--- config.mk ---
export PLATFORM = sky130hd
export DESIGN_NAME = tcc_timer
export DESIGN_NICKNAME = d
export VERILOG_FILES = /design/src/tcc_pkg.sv /design/src/tcc_prescaler.sv /design/src/tcc_edge_detect.sv /design/src/tcc_timer.sv
export SDC_FILE = /design/constraint.sdc
export NUM_CORES = 1
export LEC_CHECK = 0
export ABC_CLOCK_PERIOD_IN_PS = 4100
export CAP_MARGIN = 20
export CORE_MARGIN = 2
export CORE_UTILIZATION = 35
export DETAILED_ROUTE_END_ITERATION = 10
export DONT_BUFFER_PORTS = 1
export PLACE_DENSITY = 0.56
export SETUP_SLACK_MARGIN = 0.02
export SYNTH_ARGS = -nofsm -noshare
export SYNTH_HDL_FRONTEND = slang
export SYNTH_HIERARCHICAL = 1
export SYNTH_SLANG_ARGS = --single-unit
--- constraint.sdc ---
create_clock -name clock_in -period 4.1 [get_ports clock_in]
set_clock_uncertainty 0.15 [all_clocks]
set_input_delay 0.615 -clock clock_in [delete_from_list [all_inputs] [get_ports clock_in]]
set_output_delay 0.615 -clock clock_in [all_outputs]
set_load 0.03 [all_outputs]
--- src/tcc_pkg.sv ---
`default_nettype none
package tcc_pkg;
  localparam int ADDR_W = 4;
  localparam int DATA_W = 8;
  localparam int PRE_W = 12;

  // Register indices on the plain register port.
  localparam logic [3:0] ADDR_MODE0 = 4'h0;
  localparam logic [3:0] ADDR_MODE1 = 4'h1;
  localparam logic [3:0] ADDR_MATCH0 = 4'h2;
  localparam logic [3:0] ADDR_MATCH1 = 4'h3;
  localparam logic [3:0] ADDR_PSEL0 = 4'h4;
  localparam logic [3:0] ADDR_PSEL1 = 4'h5;
  localparam logic [3:0] ADDR_EDGE = 4'h6;
  localparam logic [3:0] ADDR_FLAGS = 4'h7;
  localparam logic [3:0] ADDR_COUNT0 = 4'h8;
  localparam logic [3:0] ADDR_COUNT1 = 4'h9;

  // Field positions.
  localparam int M0_CLK_LSB = 0;
  localparam int M1_CLK_LSB = 0;
  localparam int MODE_RUN_BIT = 3;
  localparam int MODE_CAP_BIT = 4;
  localparam int M1_CHAIN_BIT = 5;
  localparam int M1_PWM_BIT = 6;
  localparam int PSEL0_TIMER0_CAPTURE_SELECT_BIT = 0;
  localparam int PSEL0_TIMER1_CAPTURE_SELECT_BIT = 1;
  localparam int PSEL0_EVENT_BIT = 4;
  localparam int PSEL1_CMP_BIT = 0;
  localparam int FLAG_T0_BIT = 0;
  localparam int FLAG_T1_BIT = 1;
  localparam int FLAG_X0_BIT = 2;
  localparam int FLAG_X1_BIT = 3;

  // Clock select codes.
  localparam logic [2:0] T0_SEL_EVENT = 3'h7;
  localparam logic [1:0] T1_SEL_CHAIN = 2'h3;

  // Edge select codes, two bits per capture pin.
  localparam logic [1:0] EDGE_NONE = 2'h0;
  localparam logic [1:0] EDGE_FALL = 2'h1;
  localparam logic [1:0] EDGE_RISE = 2'h2;
  localparam logic [1:0] EDGE_BOTH = 2'h3;

  localparam logic [7:0] RESET_VALUE = 8'h00;
  localparam logic [7:0] READ_UNMAPPED = 8'h00;
endpackage : tcc_pkg
`default_nettype wire

--- src/tcc_prescaler.sv ---
`timescale 1ns/100ps
`default_nettype none
module tcc_prescaler
  import tcc_pkg::*;
(
  // Clock and reset.
  input wire logic clock_in,
  input wire logic rstn_in,
  // Taps: bit k pulses once every 2**(k+1) cycles.
  output logic [PRE_W-1:0] tap_out
);
  logic [PRE_W-1:0] count;

  always_ff @(posedge clock_in or negedge rstn_in) begin
    if (!rstn_in) begin
      count <= '0;
    end else begin
      count <= count + 1'b1;
    end
  end

  genvar k;
  generate
    for (k = 0; k < PRE_W; k++) begin : g_tap
      assign tap_out[k] = &count[k:0];
    end
  endgenerate
endmodule // tcc_prescaler
`default_nettype wire

--- src/tcc_edge_detect.sv ---
`timescale 1ns/100ps
`default_nettype none
module tcc_edge_detect
  import tcc_pkg::*;
(
  // Clock and reset.
  input wire logic clock_in,
  input wire logic rstn_in,
  // Pin and edge choice.
  input wire logic pin_in,
  input wire logic [1:0] edge_sel_in,
  // One-cycle pulse on a qualifying edge.
  output logic hit_out
);
  logic last;
  wire rise = pin_in & ~last;
  wire fall = ~pin_in & last;

  always_ff @(posedge clock_in or negedge rstn_in) begin
    if (!rstn_in) begin
      last <= 1'b0;
    end else begin
      last <= pin_in;
    end
  end

  assign hit_out = (edge_sel_in == EDGE_RISE) ? rise :
                   (edge_sel_in == EDGE_FALL) ? fall :
                   (edge_sel_in == EDGE_BOTH) ? (rise | fall) : 1'b0;
endmodule // tcc_edge_detect
`default_nettype wire

--- src/tcc_timer.sv ---
// The register offsets and strobed register access are this design's own decisions.
`timescale 1ns/100ps
`default_nettype none
//Contract
// - Timer 0 divides by 2..2048 selectable.
// - Timer 1 divides by 1, 2 or 8.
// - Count to match, flag, clear, continue.
// - Event mode counts routed event rising edges.
// - Only timer 0 counts external events.
// - Reset clears both match registers.
// - Interval is two times ratio times N+1.
// - Chained counter matches sixteen bits, timer0 flag.
// - Compare pin gives equal-duty square wave.
// - Compare frequency follows match interval formula.
// - Capture mode still counts and flags matches.
// - Capture edge copies counter then clears it.
// - Edge falling, rising or both; raises flag.
// - Capture mode reads capture at match address.
module tcc_timer
  import tcc_pkg::*;
(
  // Clock and reset.
  input wire logic clock_in,
  input wire logic rstn_in,
  // Register port.
  input wire logic [tcc_pkg::ADDR_W-1:0] addr_in,
  input wire logic [tcc_pkg::DATA_W-1:0] wdata_in,
  input wire logic wr_in,
  input wire logic rd_in,
  output logic [tcc_pkg::DATA_W-1:0] rdata_out,
  // Pins.
  input wire logic event_count_pin_in,
  input wire logic [1:0] capture_input_pin_in,
  output logic compare_out_pin_out,
  output logic compare_out_enable_out,
  // Interrupt flags: timer 0, timer 1, capture pin 0, capture pin 1.
  output logic [3:0] irq_flag_out
);
  import tcc_pkg::*;

  logic [7:0] timer0_mode_reg;
  logic [7:0] timer1_mode_reg;
  logic [7:0] timer0_match_reg;
  logic [7:0] timer1_match_reg;
  logic [7:0] capture_value_reg [0:1];
  logic [7:0] port_select_reg0;
  logic [7:0] port_select_reg1;
  logic [7:0] irq_edge_select_reg;
  logic [7:0] count [0:1];
  logic last_event;

  logic [PRE_W-1:0] tap;
  logic [1:0] cap_hit;

  // Tap index for a timer 0 clock code.
  function automatic logic [3:0] t0_tap(input logic [2:0] sel);
    case (sel)
      3'h0: t0_tap = 4'h1;
      3'h1: t0_tap = 4'h2;
      3'h2: t0_tap = 4'h3;
      3'h3: t0_tap = 4'h5;
      3'h4: t0_tap = 4'h7;
      3'h5: t0_tap = 4'h9;
      default: t0_tap = 4'hb;
    endcase
  endfunction

  // Tap index for a timer 1 clock code.
  function automatic logic [3:0] t1_tap(input logic [1:0] sel);
    case (sel)
      2'h0: t1_tap = 4'h0;
      2'h1: t1_tap = 4'h1;
      default: t1_tap = 4'h3;
    endcase
  endfunction

  tcc_prescaler u_prescaler (
    .clock_in(clock_in),
    .rstn_in(rstn_in),
    .tap_out(tap)
  );

  // Capture edge detectors, one per capture pin.
  genvar g;
  generate
    for (g = 0; g < 2; g++) begin : g_cap
      tcc_edge_detect u_edge (
        .clock_in(clock_in),
        .rstn_in(rstn_in),
        .pin_in(capture_input_pin_in[g]),
        .edge_sel_in(irq_edge_select_reg[2*g+1:2*g]),
        .hit_out(cap_hit[g])
      );
    end
  endgenerate

  // Mode decoding.
  wire [2:0] sel0 = timer0_mode_reg[M0_CLK_LSB+2:M0_CLK_LSB];
  wire [1:0] sel1 = timer1_mode_reg[M1_CLK_LSB+1:M1_CLK_LSB];
  wire run0 = timer0_mode_reg[MODE_RUN_BIT];
  wire run1 = timer1_mode_reg[MODE_RUN_BIT];
  wire cap_mode0 = timer0_mode_reg[MODE_CAP_BIT];
  wire cap_mode1 = timer1_mode_reg[MODE_CAP_BIT];
  wire pwm1 = timer1_mode_reg[M1_PWM_BIT];
  wire chain = timer1_mode_reg[M1_CHAIN_BIT] && (sel1 == T1_SEL_CHAIN);
  wire event_rise = event_count_pin_in & ~last_event
                    & port_select_reg0[PSEL0_EVENT_BIT];

  wire tick0 = run0 && ((sel0 == T0_SEL_EVENT) ? event_rise
                        : tap[t0_tap(sel0)]);
  wire tick1 = run1 && !pwm1 && (sel1 != T1_SEL_CHAIN)
               && tap[t1_tap(sel1)];

  // Capture pin qualification; routing bits gate each pin.
  wire x0_hit = cap_hit[0] && port_select_reg0[PSEL0_TIMER0_CAPTURE_SELECT_BIT];
  wire x1_hit = cap_hit[1] && port_select_reg0[PSEL0_TIMER1_CAPTURE_SELECT_BIT];
  wire chain_cap = chain && (cap_mode0 || cap_mode1);
  wire timer0_capture_select_go = (chain ? chain_cap : cap_mode0) && x0_hit;
  wire timer1_capture_select_go = !chain && cap_mode1 && x1_hit;

  wire [15:0] count16 = {count[1], count[0]};
  wire [15:0] match16 = {timer1_match_reg, timer0_match_reg};
  wire match0 = chain ? (tick0 && count16 == match16)
                      : (tick0 && count[0] == timer0_match_reg);
  wire match1 = !chain && tick1 && count[1] == timer1_match_reg;

  // Next counter values; a capture clears ahead of any tick.
  logic [7:0] next_count0;
  logic [7:0] next_count1;
  logic [15:0] inc16;
  always_comb begin
    inc16 = count16 + 16'h0001;
    next_count0 = count[0];
    next_count1 = count[1];
    if (chain) begin
      if (timer0_capture_select_go || match0) begin
        next_count0 = 8'h00;
        next_count1 = 8'h00;
      end else if (tick0) begin
        next_count0 = inc16[7:0];
        next_count1 = inc16[15:8];
      end
    end else begin
      if (timer0_capture_select_go || match0) begin
        next_count0 = 8'h00;
      end else if (tick0) begin
        next_count0 = count[0] + 8'h01;
      end
      if (timer1_capture_select_go || match1) begin
        next_count1 = 8'h00;
      end else if (tick1) begin
        next_count1 = count[1] + 8'h01;
      end
    end
  end

  // Register write decode.
  wire wr_mode0 = wr_in && addr_in == ADDR_MODE0;
  wire wr_mode1 = wr_in && addr_in == ADDR_MODE1;
  wire wr_match0 = wr_in && addr_in == ADDR_MATCH0;
  wire wr_match1 = wr_in && addr_in == ADDR_MATCH1;
  wire wr_psel0 = wr_in && addr_in == ADDR_PSEL0;
  wire wr_psel1 = wr_in && addr_in == ADDR_PSEL1;
  wire wr_edge = wr_in && addr_in == ADDR_EDGE;
  wire wr_flags = wr_in && addr_in == ADDR_FLAGS;

  // Hardware events; a set in the same cycle as a clear wins.
  wire [3:0] flag_set = {x1_hit, x0_hit, match1 && !chain,
                         match0};
  wire [3:0] flag_clr = wr_flags ? wdata_in[3:0] : 4'h0;
  wire [3:0] next_flags = flag_set | (irq_flag_out & ~flag_clr);

  // Match address reads the capture register in capture mode.
  wire [7:0] rd_match0 = (cap_mode0 || chain_cap) ? capture_value_reg[0]
                         : timer0_match_reg;
  wire [7:0] rd_match1 = (cap_mode1 || chain_cap) ? capture_value_reg[1]
                         : timer1_match_reg;
  logic [7:0] rd_mux;
  always_comb begin
    if (addr_in == ADDR_MODE0) begin
      rd_mux = timer0_mode_reg;
    end else if (addr_in == ADDR_MODE1) begin
      rd_mux = timer1_mode_reg;
    end else if (addr_in == ADDR_MATCH0) begin
      rd_mux = rd_match0;
    end else if (addr_in == ADDR_MATCH1) begin
      rd_mux = rd_match1;
    end else if (addr_in == ADDR_PSEL0) begin
      rd_mux = port_select_reg0;
    end else if (addr_in == ADDR_PSEL1) begin
      rd_mux = port_select_reg1;
    end else if (addr_in == ADDR_EDGE) begin
      rd_mux = irq_edge_select_reg;
    end else if (addr_in == ADDR_FLAGS) begin
      rd_mux = {4'h0, irq_flag_out};
    end else if (addr_in == ADDR_COUNT0) begin
      rd_mux = count[0];
    end else if (addr_in == ADDR_COUNT1) begin
      rd_mux = count[1];
    end else begin
      rd_mux = READ_UNMAPPED;
    end
  end

  // Control registers.
  always_ff @(posedge clock_in or negedge rstn_in) begin
    if (!rstn_in) begin
      timer0_mode_reg <= RESET_VALUE;
      timer1_mode_reg <= RESET_VALUE;
      port_select_reg0 <= RESET_VALUE;
      port_select_reg1 <= RESET_VALUE;
      irq_edge_select_reg <= RESET_VALUE;
    end else begin
      if (wr_mode0) timer0_mode_reg <= wdata_in;
      if (wr_mode1) timer1_mode_reg <= wdata_in;
      if (wr_psel0) port_select_reg0 <= wdata_in;
      if (wr_psel1) port_select_reg1 <= wdata_in;
      if (wr_edge) irq_edge_select_reg <= wdata_in;
    end
  end

  // Match registers.
  always_ff @(posedge clock_in or negedge rstn_in) begin
    if (!rstn_in) begin
      timer0_match_reg <= RESET_VALUE;
      timer1_match_reg <= RESET_VALUE;
    end else begin
      if (wr_match0) timer0_match_reg <= wdata_in;
      if (wr_match1) timer1_match_reg <= wdata_in;
    end
  end

  // Counters and capture registers.
  always_ff @(posedge clock_in or negedge rstn_in) begin
    if (!rstn_in) begin
      count[0] <= RESET_VALUE;
      count[1] <= RESET_VALUE;
      capture_value_reg[0] <= RESET_VALUE;
      capture_value_reg[1] <= RESET_VALUE;
      last_event <= 1'b0;
    end else begin
      count[0] <= next_count0;
      count[1] <= next_count1;
      last_event <= event_count_pin_in;
      if (timer0_capture_select_go) begin
        capture_value_reg[0] <= count[0];
        if (chain) capture_value_reg[1] <= count[1];
      end
      if (timer1_capture_select_go) capture_value_reg[1] <= count[1];
    end
  end

  // Flags, read data and compare pin.
  always_ff @(posedge clock_in or negedge rstn_in) begin
    if (!rstn_in) begin
      irq_flag_out <= 4'h0;
      rdata_out <= RESET_VALUE;
      compare_out_pin_out <= 1'b0;
      compare_out_enable_out <= 1'b0;
    end else begin
      irq_flag_out <= next_flags;
      rdata_out <= rd_in ? rd_mux : RESET_VALUE;
      compare_out_enable_out <= port_select_reg1[PSEL1_CMP_BIT];
      if (match0) begin
        compare_out_pin_out <= ~compare_out_pin_out;
      end
    end
  end
endmodule // tcc_timer
`default_nettype wire

==> results of run 1 <==
## report_power, final
group          internal [µW]  switching [µW]
combinational            336             328
clock                   1080             564
sequential              1360             316
total                   2780            1210
## cell usage in the layout (no fill, tap or decap), types with 12 or more instances in the layout
master       n
dfrtp_1    117
mux2_2      69
nand2_1     38
nor2_1      32
xor2_1      20
mux2i_1     18
clkbuf_16   17
o21ai_0     15
xnor2_1     12
## final timing paths
path / from / endpoint / cells after the start
max reg2reg: u_prescaler/count[0] / count[5] / 12
min reg2reg: port_select_reg1[0] / compare_out_enable_out / 0
max: u_prescaler/count[0] / count[5] / 12
max in group asynchronous: rstn_in / timer1_match_reg[2] / 1
min in group clock_in: capture_input_pin_in[0] / g_cap[0].u_edge/last / 0
min: rstn_in / capture_value_reg[8] / 1
## through the flow
stage / worst slack, ns / instances / util / instance area (µm²) / hold slack, ns
after floorplan: 1.18 / 543 / - / 6130 / 0.169
after global placement: 0.939 / 745 / 0.367 / 6300 / 0.180
after detailed placement: 0.795 / 745 / 0.367 / 6300 / 0.180
after CTS: 0.795 / 778 / 0.406 / 6980 / 0.0303
after global routing: 0.534 / 778 / 0.406 / 6980 / 0.0196
final: 0.787 / 778 / 0.406 / 6980 / 0.0125
## routing by layer
metal	vias to the layer above	share of wire	GRT usage
met5	-	0	0
met4	0	0.030	0.0862
met3	35	0.057	0.0485
met2	130	0.46	0.272
met1	2199	0.45	0.252
li1	1990	-	-
## final cells by class
class,count,area [µm²],area share
well taps,225,282,0.0404
inverters,11,41.3,0.00592
flip-flops and latches,117,2930,0.420
clock buffers,17,425,0.0610
clock inverters,15,225,0.0323
repair buffers,4,50.0,0.00717
multi-input cells,389,3030,0.434
## what timing repair did
action | 4_1_cts | 5_1_grt
hold buffers | 1 | 0
buffers inserted | 0 | 0
hold endpoints to repair | 117 | 0
==> out/metrics.yaml, run 1 <==
track_usage: 0.185
r2r_slack_ns: 0.79
path_cells: "ha_1 > nand2_1 > nor2_1 > and2_1 > ha_1 > mux2i_1 > o221ai_1 > or4_4 > o2111a_1 > nor3b_2 > a2111oi_0 > o22ai_1"
via_per_inst: 5.60
wl_um: 15900
cts_made_buffers: 17
crit_top_cell: "ha_1"
insertion_delay_ns: 0.42
critPathKind: "register to register"
nets: 570
hold_path_class: "primary input to async pin"
yosys_warnings: 6
placementRows: 48
slowest_delay_ns: 0.44
crit_buf_inv: 0
vias: 4354
cts-root-buf: "clkbuf_16"
status: "finished clean"
synth_area_um2: 6130
drive_above_1_share: 0.221
p_total_uw: 3990
area_growth_pct: 13.9
cp-start-kind: "register"
drv_cap: 0
post_cts_resized: 0
max_slew_margin: 0.346
routedWlPerCell_um: 20.4
fin_crit_ns: 3.31
drtPass1Iterations: 5
cp_slowest_cell: "dfrtp_1"
p_leak_uw: 0.00305
grt_pass1_vias: 4373
ioPinCount: 33
grt_pass1_wl_um: 25400
grt-ovfl-total: 0
portBuffers: 0
clk_pin_slew_worst_paths_ns: 0.06
rsz0062_at_grt: "false"
die_h_um: 136
n_fill_cell: 1653
n_antenna_cell: 0
p_per_area_nw_per_um2: 572
tightestPinTransition_ns: 0.973
tritoncts: "yes"
ir_drop_v: 0.000340
syn_nets: 573
antenna_found_initial: 0
route.detailed.drc: 0
syn_inst: 543
hold_viol: 0
critPathCaptureType: "register"
setup_viol_count_final: 0
max-clock-path-buffers: 2
cp_data_arrival_time_ns: 3.49
ant_nets: 0
fin_setup_tns_ns: 0
crit_family: "simple AND/OR/NAND/NOR gates"
dp_hpwl_um: 11300
chipWidth_um: 136
required_ns: 4.28
grt_max_degree: 118
crit_fanout: 9
finalMaxSlewViolations: 0
initial_utilization: 0.357
fin_crit_sh: 0.808
drtIter0Drc: 385
max_freq_ghz: 0.302
syn_avg_cell_area_um2: 11.3
cts.sinks: 117
htree_num_levels: 4
fp.dieArea_um2: 18600
routabilityCongestion: 0.850
core-area_um2: 17200
(Power assumes the default switching activity.)
==> inputs of run 2 (changes only) <==
--- a/config.mk
+++ b/config.mk
@@ -5,7 +5,7 @@
 export SDC_FILE = /design/constraint.sdc
 export NUM_CORES = 1
 export LEC_CHECK = 0
-export ABC_CLOCK_PERIOD_IN_PS = 4100
+export ABC_CLOCK_PERIOD_IN_PS = 3100
 export CAP_MARGIN = 20
 export CORE_MARGIN = 2
 export CORE_UTILIZATION = 35
==> constraint.sdc (replaced) <==
create_clock -name clock_in -period 3.1 [get_ports clock_in]
set_clock_uncertainty 0.15 [all_clocks]
set_input_delay 0.465 -clock clock_in [delete_from_list [all_inputs] [get_ports clock_in]]
set_output_delay 0.465 -clock clock_in [all_outputs]
set_load 0.03 [all_outputs]
==> run 2 against run 1 <==
Against the previous run: the run now ends with hold timing left; critical endpoint unchanged; total power increased by 32%; via count up 5.6%; die area unchanged.
==> out/metrics.yaml, run 2 (synthesis results as in run 1) <==
ant_nets: 0  # unchanged
chipWidth_um: 136  # unchanged
antenna_found_initial: 0  # unchanged
startpoint: "u_prescaler/count[1]"
max_slew_margin: 0.462  # +0.116
drv_cap: 0  # unchanged
cp_data_arrival_time_ns: 3.12  # -0.37 ns
setup_viol_count_final: 0  # unchanged
route.detailed.drc: 0  # unchanged
layout_common_cells: "dfrtp_1, mux2_2, nand2_1"
n_antenna_cell: 0  # unchanged
initial_utilization: 0.357  # unchanged
cts_made_buffers: 17  # unchanged
grt_pass1_wl_um: 26200  # +3.5%
fin_crit_sh: 0.947  # +0.139
p_leak_uw: 0.00320  # +4.7%
max_freq_ghz: 0.340  # +13%
switching_power_uw: 1590  # +32%
cts.sinks: 117  # unchanged
hold_buffers: 4  # +3
cts-root-buf: "clkbuf_16"
dp_hpwl_um: 11800  # +4.9%
fin_crit_ns: 2.94  # -0.376 ns
routedWlPerCell_um: 20.9  # +2.4%
rsz0062_at_grt: "true"
tritoncts: "yes"
stdcell_count: 811  # +4.2%
pwr-share-comb: 0.201  # +0.035
ioPinCount: 33  # unchanged
wl_um: 16900  # +6.7%
fp.dieArea_um2: 18600  # unchanged
drtIter0Drc: 455  # +18%
clk_pin_slew_worst_paths_ns: 0.06  # about the same
core-area_um2: 17200  # unchanged
hold_viol: 117  # +117
dpl.cell_count: 772  # +3.6%
insertion_delay_ns: 0.42  # about the same
r2r_start: "u_prescaler/count[1]"
portBuffers: 0  # unchanged
r2r_end: "count[5]"
ff2ff_path_depth: 12  # unchanged
layout_commonest_cell: "dfrtp_1"
p_clk_frac: 0.391  # -0.021
drtPass1Iterations: 5  # unchanged
violations: "hold timing"
finalMaxSlewViolations: 0  # unchanged
vias: 4599  # +5.6%
via_per_inst: 5.67  # +1.3%
hold_path_class: "primary input to async pin"
htree_num_levels: 4  # unchanged
crit_fanout: 5  # -4
track_usage: 0.191  # +0.00678
required_ns: 3.29  # -0.99 ns
max-clock-path-buffers: 2  # unchanged
critPathCaptureType: "register"
swShare: 0.303  # +0.000564
cp-start-kind: "register"
nets: 603  # +5.8%
r2r_slack_ns: 0.16  # -0.62 ns
ir_drop_v: 0.000445  # +31%
p_per_area_nw_per_um2: 727  # +27%
grt_max_degree: 118  # unchanged
routabilityCongestion: 0.827  # -2.8%
grt_pass1_vias: 4529  # +3.6%
pwr-share-seq: 0.409  # -0.012
status: "complete, but fails checks"
intPower_uw: 3660  # +32%
placementRows: 48  # unchanged
critPathKind: "register to register"
finalHoldWorstSlack_ns: -0.400  # -0.412 ns
grt-ovfl-total: 0  # unchanged
die_h_um: 136  # unchanged
drive_above_1_share: 0.263  # +0.0422
tightestPinTransition_ns: 0.801  # -0.172 ns
area_growth_pct: 17.9
[run 2: cell types whose count changed in the layout (fill, tap and decap cells not counted), sizes merged]
| cell | previous run | this run |
|---|---|---|
| buf | 4 | 32 |
| bufinv | 5 | 3 |
| clkbuf | 17 | 22 |
| clkinv | 6 | 5 |
| dlygate4sd3 | 0 | 4 |
| inv | 14 | 12 |
| o2111a | 1 | 2 |
[run 2: metrics by stage]
stage | utilization | worst slack (ns) | area [µm²] | total power, µW | setup TNS [ns]
final | 0.421 | 0.163 | 7220 | 5250 | 0
after floorplan | - | 0.182 | 6130 | 2840 | 0
after detailed placement | 0.378 | -0.00647 | 6500 | 3180 | -0.00647
after global placement | 0.378 | 0.129 | 6500 | 3150 | 0
after CTS | 0.417 | 0.0712 | 7160 | 5260 | 0
after global routing | 0.421 | 0.0192 | 7220 | 5500 | 0
[run 2: critical path: stages (launching register included)]
cell	delay, ns
dfrtp_1	0.40
ha_2	0.21
nand2_1	0.08
nor2_1	0.05
and2_1	0.17
ha_1	0.17
mux2i_1	0.14
o221ai_1	0.12
or4_4	0.46
o2111a_2	0.36
nor3b_4	0.27
a2111oi_1	0.10
o22ai_1	0.18
[run 2: worst max path at each step]
stage | end | slack, ns | cells after the start
global route | count[5] | 0.02 | 12
global placement | count[3] | 0.13 | 12
CTS | count[5] | 0.07 | 12
detailed placement | count[5] | -0.006 | 12
finish | count[5] | 0.16 | 12
floorplan | count[7] | 0.18 | 13
[run 2: power groups by stage]
| stage | Combinational (µW) | Sequential [µW] | Clock, µW |
|---|---|---|---|
| floorplan | 765 | 2070 | 0 |
| global placement | 994 | 2160 | 0 |
| detailed placement | 1020 | 2160 | 0 |
| CTS | 1030 | 2140 | 2090 |
| global route | 1150 | 2180 | 2170 |
| finish | 1060 | 2150 | 2050 |
[run 2: layer usage]
metal | share of wire | track usage
met4 | 0.029 | 0.0833
met3 | 0.061 | 0.0537
met2 | 0.46 | 0.284
met1 | 0.45 | 0.260
met5 | 0 | 0
[run 2: repair_timing]
action | 4_1_cts | 5_1_grt
gates cloned | 0 | 1
gates resized for setup | 1 | 9
endpoints found under the hold margin | 121 | 117
setup buffers | 0 | 2
pin swaps | 0 | 5
endpoints found under the setup margin | 3 | 15
[run 2: final cells by class]
| type | instances | area, µm² |
|---|---|---|
| well taps | 225 | 282 |
| clock inverters | 10 | 146 |
| flip-flops and latches | 117 | 2930 |
| repair buffers | 36 | 280 |
| fillers | 1627 | 9950 |
| multi-input cells | 390 | 3070 |
| clock buffers | 22 | 474 |
| inverters | 11 | 41.3 |
